--- src/hdl/cbq_consts.svh ---
// Purpose: Constants for the complex breakpoint qualifier.
// Assumes: One core clock; all inputs come from logic on that clock.
// Notes: Field positions refer to the complex control write data words.
//
// Functional notes
// RQ1: Each instruction breakpoint has 8-bit pass counter, each data breakpoint 16-bit.
// RQ2: Every data breakpoint supports tuples with a fixed paired instruction breakpoint.
// RQ3: Each breakpoint offers four fixed priming choices picked by its priming field.
// RQ4: Only instruction breakpoints are data qualified, each by a fixed data breakpoint.
// RQ5: After reset all complex features are off; breakpoints act as plain ones.
// RQ6: Excepting instructions leave counters, primed and qualified state untouched.
// RQ7: Evaluate at last stage; resulting break is taken on the next instruction.
// RQ8: An enabling event is already visible to the very next instruction.
// RQ9: Counters reset to zero; nonzero write enables; each qualifying match decrements.
// RQ10: The match causing one-to-zero does not act; later matches act, no decrement.
// RQ11: With priming or qualification, decrement only once those conditions hold.
// RQ12: Tuple data counter decrements only when instruction and data both match.
// RQ13: A counter stays enabled until software writes zero to it.
// RQ14: Tuple data breakpoint matches only with its paired instruction match.
// RQ15: Software sets tuple instruction breakpoint with complex enable only, rest zero.
// RQ16: Priming resets to bypass; while unprimed, own matches are ignored.
// RQ17: Three further priming sources per breakpoint, never the breakpoint itself.
// RQ18: Primed state lives in the primed breakpoint until its control is written.
// RQ19: Priming sources are comparator outputs gated by their own prime, qualify, count.
// RQ20: Qualified after full data match; address match with data mismatch disqualifies.
// RQ21: Qualified state lives with the instruction breakpoint, cleared by control write.
`ifndef CBQ_CONSTS_SVH
`define CBQ_CONSTS_SVH

`define CBQ_NUM_INSTR      8
`define CBQ_NUM_DATA       4
`define CBQ_IPC_WIDTH      8
`define CBQ_DPC_WIDTH      16
`define CBQ_PC_RESET       16'h0000
`define CBQ_CCTL_WIDTH     4
`define CBQ_CCTL_CBE_BIT   0
`define CBQ_CCTL_DQ_BIT    1
`define CBQ_CCTL_TUP_BIT   1
`define CBQ_CCTL_PSEL_LSB  2
`define CBQ_CCTL_PSEL_MSB  3
`define CBQ_CCTL_RESET     4'h0
`define CBQ_PSEL_BYPASS    2'h0
`define CBQ_SRC_DATA_BASE  4'h8

`endif

--- src/hdl/cbq_pkg.sv ---
// Purpose: Types shared by the complex breakpoint qualifier files.
// Assumes: Eight instruction and four data breakpoints.
// Notes: Constants live in cbq_consts.svh.
package cbq_pkg;
   typedef logic [1:0] cbq_psel_t;
   typedef logic [3:0] cbq_src_idx_t;
   typedef logic [3:0] cbq_cctl_t;
endpackage : cbq_pkg

--- src/hdl/cbq_top.sv ---
// Purpose: Complex breakpoint qualification for eight instruction and four data breakpoints.
// Assumes: Match inputs describe the instruction at the final pipeline stage in the same cycle.
// Notes: Action outputs are registered, so a break lands on the following instruction.
`timescale 1ns/1ps
`include "cbq_consts.svh"
module cbq_top
   import cbq_pkg::*;
#(
   parameter int IPC_W = `CBQ_IPC_WIDTH,
   parameter int DPC_W = `CBQ_DPC_WIDTH
) (
   input  wire logic                             CLK_SYS,
   input  wire logic                             NRST,
   input  wire logic                             INSTR_VALID,
   input  wire logic                             INSTR_EXCEPTION,
   input  wire logic [`CBQ_NUM_INSTR-1:0]        I_MATCH,
   input  wire logic [`CBQ_NUM_DATA-1:0]         D_ADDR_MATCH,
   input  wire logic [`CBQ_NUM_DATA-1:0]         D_DATA_MATCH,
   input  wire logic [`CBQ_NUM_INSTR-1:0]        INSTR_TRIGGER_ENABLE,
   input  wire logic [`CBQ_NUM_DATA-1:0]         DATA_TRIGGER_ENABLE,
   input  wire logic [`CBQ_NUM_INSTR-1:0]        INSTR_CCTL_WR,
   input  wire logic [`CBQ_CCTL_WIDTH-1:0]       INSTR_CCTL_WDATA,
   input  wire logic [`CBQ_NUM_DATA-1:0]         DATA_CCTL_WR,
   input  wire logic [`CBQ_CCTL_WIDTH-1:0]       DATA_CCTL_WDATA,
   input  wire logic [`CBQ_NUM_INSTR-1:0]        INSTR_PASS_COUNT_WR,
   input  wire logic [IPC_W-1:0]                 INSTR_PASS_COUNT_WDATA,
   input  wire logic [`CBQ_NUM_DATA-1:0]         DATA_PASS_COUNT_WR,
   input  wire logic [DPC_W-1:0]                 DATA_PASS_COUNT_WDATA,
   output logic      [`CBQ_NUM_INSTR-1:0]        I_ACTION,
   output logic      [`CBQ_NUM_DATA-1:0]         D_ACTION,
   output logic      [`CBQ_NUM_INSTR-1:0]        I_PRIMED,
   output logic      [`CBQ_NUM_DATA-1:0]         D_PRIMED,
   output logic      [`CBQ_NUM_INSTR-1:0]        I_QUALIFIED,
   output logic      [`CBQ_NUM_INSTR-1:0]        INSTR_COMPLEX_BREAK_ENABLE,
   output logic      [`CBQ_NUM_DATA-1:0]         ANY_COMPLEX_BREAK_ENABLE,
   output logic      [`CBQ_NUM_INSTR-1:0]        INSTR_PASS_EN,
   output logic      [`CBQ_NUM_DATA-1:0]         DATA_PASS_EN,
   output logic      [`CBQ_NUM_INSTR*IPC_W-1:0]  INSTR_PASS_COUNT_REG,
   output logic      [`CBQ_NUM_DATA*DPC_W-1:0]   DATA_PASS_COUNT_REG
);
   localparam int NI = `CBQ_NUM_INSTR;
   localparam int ND = `CBQ_NUM_DATA;

   // Fixed priming source map; returns an index into the combined source vector
   // (instruction breakpoints first, data breakpoints from the data base upward).
   function automatic cbq_src_idx_t prime_src(input logic is_data, input logic [2:0] idx, input cbq_psel_t sel);
      cbq_src_idx_t r;
      r = 4'h0;
      if (is_data) begin
         unique case (sel)
            2'h1:    r = {1'b0, idx[1:0], 1'b0}; // RQ17
            2'h2:    r = {1'b0, idx[1:0], 1'b1}; // RQ17
            2'h3:    r = `CBQ_SRC_DATA_BASE + {2'h0, 2'(idx[1:0] + 2'h1)}; // RQ17
            default: r = 4'h0;
         endcase
      end else begin
         unique case (sel)
            2'h1:    r = {1'b0, idx[2:1], ~idx[0]}; // RQ17
            2'h2:    r = `CBQ_SRC_DATA_BASE + {2'h0, idx[2:1]}; // RQ17
            2'h3:    r = `CBQ_SRC_DATA_BASE + {2'h0, 2'(idx[2:1] + 2'h1)}; // RQ17
            default: r = 4'h0;
         endcase
      end
      return r;
   endfunction : prime_src

   // Configuration state held from the complex control writes.
   logic      [NI-1:0] i_cbe_q, i_cbe_d;
   logic      [NI-1:0] i_dq_q, i_dq_d;
   cbq_psel_t          i_psel_q [NI];
   cbq_psel_t          i_psel_d [NI];
   logic      [ND-1:0] d_cbe_q, d_cbe_d;
   logic      [ND-1:0] d_tup_q, d_tup_d;
   cbq_psel_t          d_psel_q [ND];
   cbq_psel_t          d_psel_d [ND];

   // Dynamic qualifier state and registered actions.
   logic [NI-1:0]      i_primed_q, i_primed_d;
   logic [ND-1:0]      d_primed_q, d_primed_d;
   logic [NI-1:0]      i_qual_q, i_qual_d;
   logic [NI-1:0]      i_act_q, i_act_d;
   logic [ND-1:0]      d_act_q, d_act_d;

   // Pass counter views.
   logic [IPC_W-1:0]   i_cnt [NI];
   logic [DPC_W-1:0]   d_cnt [ND];
   logic [NI-1:0]      i_pc_en;
   logic [ND-1:0]      d_pc_en;
   logic [NI-1:0]      i_dec;
   logic [ND-1:0]      d_dec;

   // Combinational evaluation terms.
   logic               upd;
   logic [NI-1:0]      i_cond, i_gated;
   logic [ND-1:0]      d_raw, d_cond, d_gated;
   logic [NI+ND-1:0]   src;

   genvar g;
   generate
      for (g = 0; g < NI; g++) begin : g_ipc
         cbq_pass_counter #(.W(IPC_W)) u_pc (
            .clk   (CLK_SYS),
            .nrst  (NRST),
            .wr    (INSTR_PASS_COUNT_WR[g]),
            .wdata (INSTR_PASS_COUNT_WDATA),
            .dec   (i_dec[g]),
            .cnt_q (i_cnt[g]),
            .en_q  (i_pc_en[g])
         ); // RQ1
         assign INSTR_PASS_COUNT_REG[g*IPC_W +: IPC_W] = i_cnt[g];
      end
      for (g = 0; g < ND; g++) begin : g_dpc
         cbq_pass_counter #(.W(DPC_W)) u_pc (
            .clk   (CLK_SYS),
            .nrst  (NRST),
            .wr    (DATA_PASS_COUNT_WR[g]),
            .wdata (DATA_PASS_COUNT_WDATA),
            .dec   (d_dec[g]),
            .cnt_q (d_cnt[g]),
            .en_q  (d_pc_en[g])
         ); // RQ1
         assign DATA_PASS_COUNT_REG[g*DPC_W +: DPC_W] = d_cnt[g];
      end
   endgenerate

   // Match evaluation. State updates only for instructions that complete without
   // an exception, so a faulting instruction cannot advance any chain.
   always_comb begin
      upd = INSTR_VALID & ~INSTR_EXCEPTION; // RQ6
      for (int i = 0; i < NI; i++) begin
         i_cond[i]  = I_MATCH[i] & ((i_psel_q[i] == `CBQ_PSEL_BYPASS) | i_primed_q[i]) // RQ16
                      & (~i_dq_q[i] | i_qual_q[i]); // RQ20
         i_gated[i] = i_cond[i] & (i_cnt[i] == '0); // RQ10
         i_dec[i]   = upd & i_cond[i] & (i_cnt[i] != '0); // RQ11
         src[i]     = i_gated[i] & (i_cbe_q[i] | INSTR_TRIGGER_ENABLE[i]); // RQ19
      end
      for (int j = 0; j < ND; j++) begin
         d_raw[j]   = D_DATA_MATCH[j] & (~d_tup_q[j] | I_MATCH[2*j]); // RQ14 RQ2
         d_cond[j]  = d_raw[j] & ((d_psel_q[j] == `CBQ_PSEL_BYPASS) | d_primed_q[j]); // RQ16
         d_gated[j] = d_cond[j] & (d_cnt[j] == '0); // RQ10
         d_dec[j]   = upd & d_cond[j] & (d_cnt[j] != '0); // RQ12
         src[NI+j]  = d_gated[j] & (d_cbe_q[j] | DATA_TRIGGER_ENABLE[j]); // RQ19
      end
   end

   // Next state. A control write clears primed and qualified state, but an event
   // in the same cycle still lands, judged by the priming selection held before the write.
   always_comb begin
      i_cbe_d    = i_cbe_q;
      i_dq_d     = i_dq_q;
      d_cbe_d    = d_cbe_q;
      d_tup_d    = d_tup_q;
      i_primed_d = i_primed_q;
      d_primed_d = d_primed_q;
      i_qual_d   = i_qual_q;
      i_act_d    = upd ? i_gated : '0; // RQ7
      d_act_d    = upd ? d_gated : '0; // RQ7
      for (int i = 0; i < NI; i++) begin
         i_psel_d[i] = i_psel_q[i];
         if (INSTR_CCTL_WR[i]) begin
            i_cbe_d[i]    = INSTR_CCTL_WDATA[`CBQ_CCTL_CBE_BIT];
            i_dq_d[i]     = INSTR_CCTL_WDATA[`CBQ_CCTL_DQ_BIT]; // RQ4
            i_psel_d[i]   = INSTR_CCTL_WDATA[`CBQ_CCTL_PSEL_MSB:`CBQ_CCTL_PSEL_LSB]; // RQ3
            i_primed_d[i] = 1'b0; // RQ18
            i_qual_d[i]   = 1'b0; // RQ21
         end
         if (upd && (i_psel_q[i] != `CBQ_PSEL_BYPASS) && src[prime_src(1'b0, 3'(i), i_psel_q[i])]) begin
            i_primed_d[i] = 1'b1; // RQ18 RQ8
         end
         // The qualifier of instruction breakpoint i is data breakpoint i/2.
         if (upd && D_ADDR_MATCH[i/2]) begin
            i_qual_d[i] = D_DATA_MATCH[i/2]; // RQ20 RQ4
         end
      end
      for (int j = 0; j < ND; j++) begin
         d_psel_d[j] = d_psel_q[j];
         if (DATA_CCTL_WR[j]) begin
            d_cbe_d[j]    = DATA_CCTL_WDATA[`CBQ_CCTL_CBE_BIT];
            d_tup_d[j]    = DATA_CCTL_WDATA[`CBQ_CCTL_TUP_BIT]; // RQ2
            d_psel_d[j]   = DATA_CCTL_WDATA[`CBQ_CCTL_PSEL_MSB:`CBQ_CCTL_PSEL_LSB]; // RQ3
            d_primed_d[j] = 1'b0; // RQ18
         end
         if (upd && (d_psel_q[j] != `CBQ_PSEL_BYPASS) && src[prime_src(1'b1, 3'(j), d_psel_q[j])]) begin
            d_primed_d[j] = 1'b1; // RQ18 RQ8
         end
      end
   end

   always_ff @(posedge CLK_SYS or negedge NRST) begin
      if (!NRST) begin
         i_cbe_q    <= '0; // RQ5
         i_dq_q     <= '0; // RQ5
         d_cbe_q    <= '0; // RQ5
         d_tup_q    <= '0; // RQ5
         i_primed_q <= '0;
         d_primed_q <= '0;
         i_qual_q   <= '0;
         i_act_q    <= '0;
         d_act_q    <= '0;
         for (int i = 0; i < NI; i++) begin
            i_psel_q[i] <= `CBQ_PSEL_BYPASS; // RQ16
         end
         for (int j = 0; j < ND; j++) begin
            d_psel_q[j] <= `CBQ_PSEL_BYPASS; // RQ16
         end
      end else begin
         i_cbe_q    <= i_cbe_d;
         i_dq_q     <= i_dq_d;
         d_cbe_q    <= d_cbe_d;
         d_tup_q    <= d_tup_d;
         i_primed_q <= i_primed_d;
         d_primed_q <= d_primed_d;
         i_qual_q   <= i_qual_d;
         i_act_q    <= i_act_d;
         d_act_q    <= d_act_d;
         for (int i = 0; i < NI; i++) begin
            i_psel_q[i] <= i_psel_d[i];
         end
         for (int j = 0; j < ND; j++) begin
            d_psel_q[j] <= d_psel_d[j];
         end
      end
   end

   assign I_ACTION                   = i_act_q;
   assign D_ACTION                   = d_act_q;
   assign I_PRIMED                   = i_primed_q;
   assign D_PRIMED                   = d_primed_q;
   assign I_QUALIFIED                = i_qual_q;
   assign INSTR_COMPLEX_BREAK_ENABLE = i_cbe_q;
   assign ANY_COMPLEX_BREAK_ENABLE   = d_cbe_q;
   assign INSTR_PASS_EN              = i_pc_en;
   assign DATA_PASS_EN               = d_pc_en;
endmodule : cbq_top

--- src/hdl/cbq_pass_counter.sv ---
// Purpose: One breakpoint pass counter with its sticky enable.
// Assumes: Software write and match decrement come from core-clock logic.
// Notes: A software write wins over a decrement in the same cycle.
`timescale 1ns/1ps
`include "cbq_consts.svh"
module cbq_pass_counter
   import cbq_pkg::*;
#(
   parameter int W = `CBQ_IPC_WIDTH
) (
   input  wire logic         clk,
   input  wire logic         nrst,
   input  wire logic         wr,
   input  wire logic [W-1:0] wdata,
   input  wire logic         dec,
   output logic      [W-1:0] cnt_q,
   output logic              en_q
);
   logic [W-1:0] cnt_d;
   logic         en_d;

   always_comb begin
      cnt_d = cnt_q;
      en_d  = en_q;
      if (wr) begin
         cnt_d = wdata; // RQ9
         en_d  = |wdata; // RQ13
      end else if (dec && (cnt_q != '0)) begin
         cnt_d = cnt_q - W'(1); // RQ9
      end
   end

   always_ff @(posedge clk or negedge nrst) begin
      if (!nrst) begin
         cnt_q <= W'(`CBQ_PC_RESET); // RQ9
         en_q  <= 1'b0;
      end else begin
         cnt_q <= cnt_d;
         en_q  <= en_d;
      end
   end
endmodule : cbq_pass_counter

--- config.mk ---
export PLATFORM = sky130hd
export DESIGN_NAME = cbq_top
export DESIGN_NICKNAME = d
export VERILOG_FILES = /design/src/hdl/cbq_pkg.sv /design/src/hdl/cbq_top.sv /design/src/hdl/cbq_pass_counter.sv
export VERILOG_INCLUDE_DIRS = /design/src /design/src/hdl
export SDC_FILE = /design/constraint.sdc
export NUM_CORES = 1
export LEC_CHECK = 0
export ABC_CLOCK_PERIOD_IN_PS = 5600
export BUFFER_PORTS_ARGS = -buffer_cell sky130_fd_sc_hd__buf_2
export CAP_MARGIN = 10
export CORE_ASPECT_RATIO = 1.25
export CORE_MARGIN = 2
export CORE_UTILIZATION = 50
export DETAILED_ROUTE_END_ITERATION = 6
export PLACE_DENSITY = 0.75
export SYNTH_ARGS = -nofsm -noshare
export SYNTH_HDL_FRONTEND = slang
export SYNTH_SLANG_ARGS = --single-unit
export TNS_END_PERCENT = 20
--- constraint.sdc ---
create_clock -name CLK_SYS -period 5.6 [get_ports CLK_SYS]
set_input_delay 0.84 -clock CLK_SYS [delete_from_list [all_inputs] [get_ports CLK_SYS]]
set_output_delay 0.84 -clock CLK_SYS [all_outputs]
set_load 0.05 [all_outputs]
==> Word level (Yosys, flattened, before mapping) <==
Index checks and enable logic that the tools add are counted.
W data, S select, Z words.
{ "totals": {"in_bits": 88, "regBits": 220, "output_inout_bits": 184, "wordCells": 478} }
{ "op_classes": {"eq_ne": 34, "n_mux": 94, "n_reduce_logical": 122, "n_addsub": 12, "magnitude_cmp": 12, "bitwise": 122} }
{ "op_table": {"columns": ["operator", "count"], "rows": [
  ["$mux W8", 17],
  ["$mux W16", 8],
  ["$pmux W4 S3", 10],
  ["$reduce_bool A2 Y1", 44],
  ["$and A1 B1 Y1", 73],
  ["$logic_not A16 Y1", 4],
  ["$logic_not A8 Y1", 8],
  ["$reduce_bool A16 Y1", 4],
  ["$reduce_bool A8 Y1", 8],
  ["$sub A16 B1 Y16 const B", 4],
  ["$sub A8 B1 Y8 const B", 8],
  ["$lt A4 B5 Y1 const B", 12],
  ["$bmux W1 S4", 12],
  ["$eq A2 B2 Y1 const B", 24],
  ["$mux W1", 44],
  ["$logic_and A1 B1 Y1", 40],
  ["$or A1 B1 Y1", 36],
  ["$logic_not A2 Y1", 12],
  ["$eq A2 B1 Y1 const B", 10],
  ["$pmux W4 S2", 2],
  ["$reduce_or A16 Y1", 1],
  ["$not A1 Y1", 13],
  ["$reduce_or A8 Y1", 1],
  ["$mux W4", 1]
]} }

==> Logic depth before layout (Yosys ltp) <==
{ "depth": {"word_depth": 10, "mapped_depth": 9, "mapped_depth_nobuf": 8} }

==> Cells and area by module <==
Synthesis repeated with hierarchy kept, for this count alone.
{ "unflattened": {"hier_cells": 1510, "area_unflattened_um2": 13751.9} }
{ "by_module_without_submodules": {"columns": ["module", "cells_per_inst", "seq_area_each_um2", "area_each_um2", "instances"], "rows": [
  ["cbq_pass_counter at g_ipc[0].u_pc ...", 63, 225.2, 581.8, 8],
  ["cbq_pass_counter at g_dpc[0].u_pc ...", 139, 425.4, 1159.9, 4],
  ["cbq_top", 450, 2001.9, 4458.0, 1]
]} }

==> Worst setup path after synthesis <==
No wires, ideal clock.
{ "synth_path": {"path_type": "reg-to-reg", "start": "register g_dpc[3].u_pc.cnt_q[3]", "end": "register g_dpc[3].u_pc.cnt_q[1]", "setup_time_ns": 0.083, "path_stages_with_launch": 8, "t_required_ns": 5.517, "t_arrival_ns": 2.632, "synth_period_minus_slack_ns": 2.714, "path_buffers": 1, "path_slack_ns": 2.886, "path_cell_list": "dfrtp_1 or3_1 or4b_1 clkbuf_1 or4_1 nand2_1 mux2_2 o21ai_0"} }
{ "synth_between": {"elab_chain_cells": 4} }
{ "synth_lines": {"columns": ["element", "line_no", "text"], "rows": [
  ["start, declared", "cbq_pass_counter.sv:16", "output logic [W-1:0] cnt_q,"],
  ["start signal, assigned", "cbq_pass_counter.sv:35", "cnt_q <= W'(`CBQ_PC_RESET);"],
  ["start signal, assigned", "cbq_pass_counter.sv:38", "cnt_q <= cnt_d;"],
  ["$reduce_bool A16 Y1 (*)", "cbq_top.sv:141, cbq_pass_counter.sv:28", null],
  ["$and A1 B1 Y1", "cbq_top.sv:141", "d_dec[j] = upd & d_cond[j] & (d_cnt[j] != '0);"],
  ["$logic_and A1 B1 Y1 (*)", "cbq_pass_counter.sv:28", "end else if (dec && (cnt_q != '0)) begin"],
  ["$reduce_bool A2 Y1 (no source line) (*)", null, null]
]} }
Every way passes the cells marked *; elsewhere a longest branch is shown, timed or not.
A chain may end at the register's enable or synchronous reset.

==> Worst setup path after layout <==
{ "layout_path": {"start": "register g_dpc[2].u_pc.cnt_q[6]", "end": "register i_primed_q[2] (netlist: I_PRIMED[2])"} }
{ "layout_between": {"elab_chain_cells": 7, "word_cells_on_any_way": 8, "cone_classes": "mux: 3; bitwise: 2; reduce/logical: 3"} }
{ "layout_lines": {"columns": ["element", "line_no", "text"], "rows": [
  ["start, declared", "cbq_pass_counter.sv:16", null],
  ["start signal, assigned", "cbq_pass_counter.sv:35", null],
  ["start signal, assigned", "cbq_pass_counter.sv:38", null],
  ["$logic_not A16 Y1 (*)", "cbq_top.sv:140", "d_gated[j] = d_cond[j] & (d_cnt[j] == '0);"],
  ["$and A1 B1 Y1 (*)", "cbq_top.sv:140", null],
  ["$and A1 B1 Y1 (*)", "cbq_top.sv:142", "src[NI+j] = d_gated[j] & (d_cbe_q[j] | DATA_TRIGGER_ENABLE[j]);"],
  ["$bmux W1 S4 (*)", "cbq_top.sv:167", "if (upd && (i_psel_q[i] != `CBQ_PSEL_BYPASS) && src[prime_src(1'b0, 3'(i), i_psel_q[i])]) begin"],
  ["$mux W1 (implied by the code) (*)", "cbq_top.sv:167", null],
  ["$logic_and A1 B1 Y1 (*)", "cbq_top.sv:167", null],
  ["$mux W1 or $reduce_bool A2 Y1 (tied branches)", null, null],
  ["end signal, assigned", "cbq_top.sv:211", "i_primed_q <= i_primed_d;"],
  ["end, declared", "cbq_top.sv:78", "logic [NI-1:0] i_primed_q, i_primed_d;"]
]} }
Every way passes the cells marked *; elsewhere a longest branch is shown, timed or not. The select of a mux whose other input is x is not followed.

==> flow_summary.toml <==
[global_routing]
top_usage_layer = "met2"
grt_antenna_before_repair = 3
gr-total-overflow = 0
met2_usage = 0.485
grt_pass1_wl_um = 54300
grtUsageMet1 = 0.336
grt_max_degree = 117
grt_util_met3 = 0.0506
grt_pass1_vias = 10100
grt_usage = 0.274

[die]
die_w_um = 142
die-area_sq_um = 25200
num_rows = 63
initial_core_util = 0.506
die_h_um = 177
pin_count = 272
core_sq_um = 23600

[power_and_ir_drop]
p_sw_uw = 1520
p_comb_frac = 0.220
p_per_area_nw_per_um2 = 314
irDropWorstVdd_mv = 0.256
p_leak_uw = 0.00641
p_sw_frac = 0.341
power_frac_seq = 0.416
internal_power_uw = 2940
pwr-share-clk = 0.364

[timing]
post-route-period-util = 0.557
fin_tns_setup_ns = 0
skew_ns = 0.00889
setup_violations = 0
fmax_mhz = 321
relSlewSlack = 0.143
drv_slew = 0
hold_viol = 0
tightest_slew_ns = 1.27
post-route-min-period_ns = 3.12
rsz0062_at_grt = "false"

[routing]
ant_nets = 0
first_iter_violations = 464
drt_first_pass_iters = 5
vias_per_cell = 5.67
routedWlPerCell_um = 19.0
drcViolationCount = 0
num_vias = 10400
drt-total-wl_um = 34900

[clock_network]
htreeDepth = 1
post-cts-setup-buffer-count = 0
cts_tree = "yes"
cts_hold_buf = 0
clk_latency_ns = 0.52
cts_resized = 0
cts_buffers = 24
clk_pin_slew_ns = 0.06
clkSinkCount = 220
cts_buffer_depth = 3
clockRootBuffer = "clkbuf_16"

[yosys]
synthDistinctLibCells = 63
syn_inst = 1286
synth-async-reset-ratio = 1.00
synth-main-ff-cell = "dfrtp_1"
synth_edf_count = 0
yosysWarnings = 0
seq_area_frac_synth = 0.460
synth_area_per_cell_sq_um = 9.30
synth_seq_cells = 220
syn_area_sq_um = 12000
synth_top_area_cell = "dfrtp_1"
syn_nets = 1418
ys_top_cells_by_area = "dfrtp_1 46%, o21ai_0 6.3%, nand2_1 6.0%, ha_1 4.6%, xnor2_1 4.2%"
synth_top_area_frac = 0.460

[setup_path]
arrival_ns = 3.57
path_cells = "nor4_1, nand4_1, nor3_1, mux4_2, or3b_1, and3_1"
start_kind = "register"
cpPeakStageDelay_ns = 0.90
end_kind = "register"
ff2ff_path_depth = 6
slowest_stage = "nor3_1"
worstPathRequired_ns = 6.05
path_max_fanout = 7
worstSetupPathType = "register to register"

[finish]
multiInputGateArea_sq_um = 5940
drive_gt1_frac = 0.245
ff_latch_area_sq_um = 5510
stdcell_area_sq_um = 14200
syn2layout_area_growth_pct = 19.1
finalNetCount = 1652
nFillCells = 2067

[placed_design]
dpl.hpwl_um = 25700
port_buffers = 271
place_congestion = 0.900
place_area_sq_um = 13400

[job]
maxCapViolCount = 0

[run_status]
status = "complete, no violations"

[hold_path]
hp-class = "input pin to async pin"
## layout make-up
cell class	instances	share of cell area
inverters	56	0.0148
flip-flops and latches	220	0.386
diodes	3	0.000527
repair buffers	275	0.0989
clock buffers	31	0.0483
clock inverters	13	0.00826
well taps	292	0.0256
multi-input cells	943	0.417
## logic make-up after synthesis
kind of cell	Yosys count	share of synthesized area
AOI/OAI and AO/OA	235	0.111
xor gates and xnor gates	113	0.0827
adders and majority gates	44	0.0460
buffers and inverters	123	0.0429
DFF	220	0.460
muxes	50	0.0483
and+or+nand+nor	501	0.208
## registers in the layout, summed over array words and instances, names as in the netlist
name                        count
I_PRIMED                        8
i_psel_q                       16
g_dpc.u_pc.cnt_q               64
ANY_COMPLEX_BREAK_ENABLE        4
g_dpc.u_pc.en_q                 4
I_ACTION                        8
g_ipc.u_pc.cnt_q               64
I_QUALIFIED                     8
g_ipc.u_pc.en_q                 8
d_psel_q                        8
INSTR_COMPLEX_BREAK_ENABLE      8
i_dq_q                          8
d_tup_q                         4
D_ACTION                        4
D_PRIMED                        4
## metrics by stage
step                      power [uW]  instances  setup WS (ns)  utilization  hold WS, ns
after floorplan                 2550       1286           2.89            -        0.473
after global placement          2850       1786           2.59        0.568        0.481
final                           4470       1833           2.48        0.602        0.409
after detailed placement        2870       1786           2.45        0.568        0.491
after CTS                       4500       1830           2.43        0.602        0.443
after global routing            4650       1832           2.22        0.602        0.493
## layout by cell type, fill, tap and decap left out, types with 25 or more instances in the layout
cell       instances
buf_2            270
dfrtp_1          220
nand2_1          191
o21ai_0          150
nor2_1            95
xnor2_1           57
inv_1             56
xor2_1            56
nor3_1            48
ha_1              44
mux2_2            42
nand3_1           31
nor4_1            29
a21oi_1           29
clkbuf_16         25
## power groups by stage
stage          clock [uW]  combinational [uW]  sequential, uW
2_1_floorplan           0                 340            2210
3_3_place_gp            0                 968            1880
3_5_place_dp            0                 982            1880
4_1_cts              1650                 987            1860
5_1_grt              1710                1060            1880
6_report             1620                 983            1860
## Yosys cell counts, types with 3 or more instances
cell       count
nand3b_1      12
mux2_2        42
a21o_1         3
a21oi_1       29
nor3b_1        6
o21ai_0      150
o21ai_1        7
or3_1          9
buf_4         13
and3b_1        5
o22ai_1       10
nand4_1       12
nor3_1        48
nand3_1       31
and4_1         3
and3_1         3
inv_1         56
nand2_1      191
nor4b_1        8
dfrtp_1      220
o2111ai_1      5
ha_1          44
or4b_2         3
or2_2          6
nor2_1        95
xnor2_1       57
o221ai_1       5
xor2_1        56
mux2i_1        6
buf_1         16
nand4b_1       5
nand2b_1      12
nor2b_1        6
clkbuf_1      36
or4_1          6
o211ai_1       6
nor4_1        29
## final timing paths
check / startpoint / endpoint / slack, ns
setup / recovery: g_dpc[2].u_pc.cnt_q[6] / I_PRIMED[2] / 2.48
hold / removal: NRST / g_ipc[7].u_pc.cnt_q[3] / 0.41
setup reg to reg: g_dpc[2].u_pc.cnt_q[6] / I_PRIMED[2] / 2.48
hold reg to reg: i_dq_q[2] / i_dq_q[2] / 0.50
max in group asynchronous: NRST / g_dpc[1].u_pc.cnt_q[15] / 4.06
min in group CLK_SYS: i_dq_q[2] / i_dq_q[2] / 0.50
## critical path, delay by kind of cell (launching register included)
| family | cells | cell delay [ns] |
|---|---|---|
| flops | 1 | 0.43 |
| mux | 1 | 0.41 |
| simple gates | 5 | 2.22 |
## layer usage
| metal | wire [um] | up-vias |
|---|---|---|
| met5 | 0 | - |
| met3 | 2610 | 75 |
| li1 | - | 4924 |
| met1 | 13700 | 5002 |
| met4 | 1290 | 0 |
| met2 | 17300 | 390 |
Power figures use the tool's default switching activity.
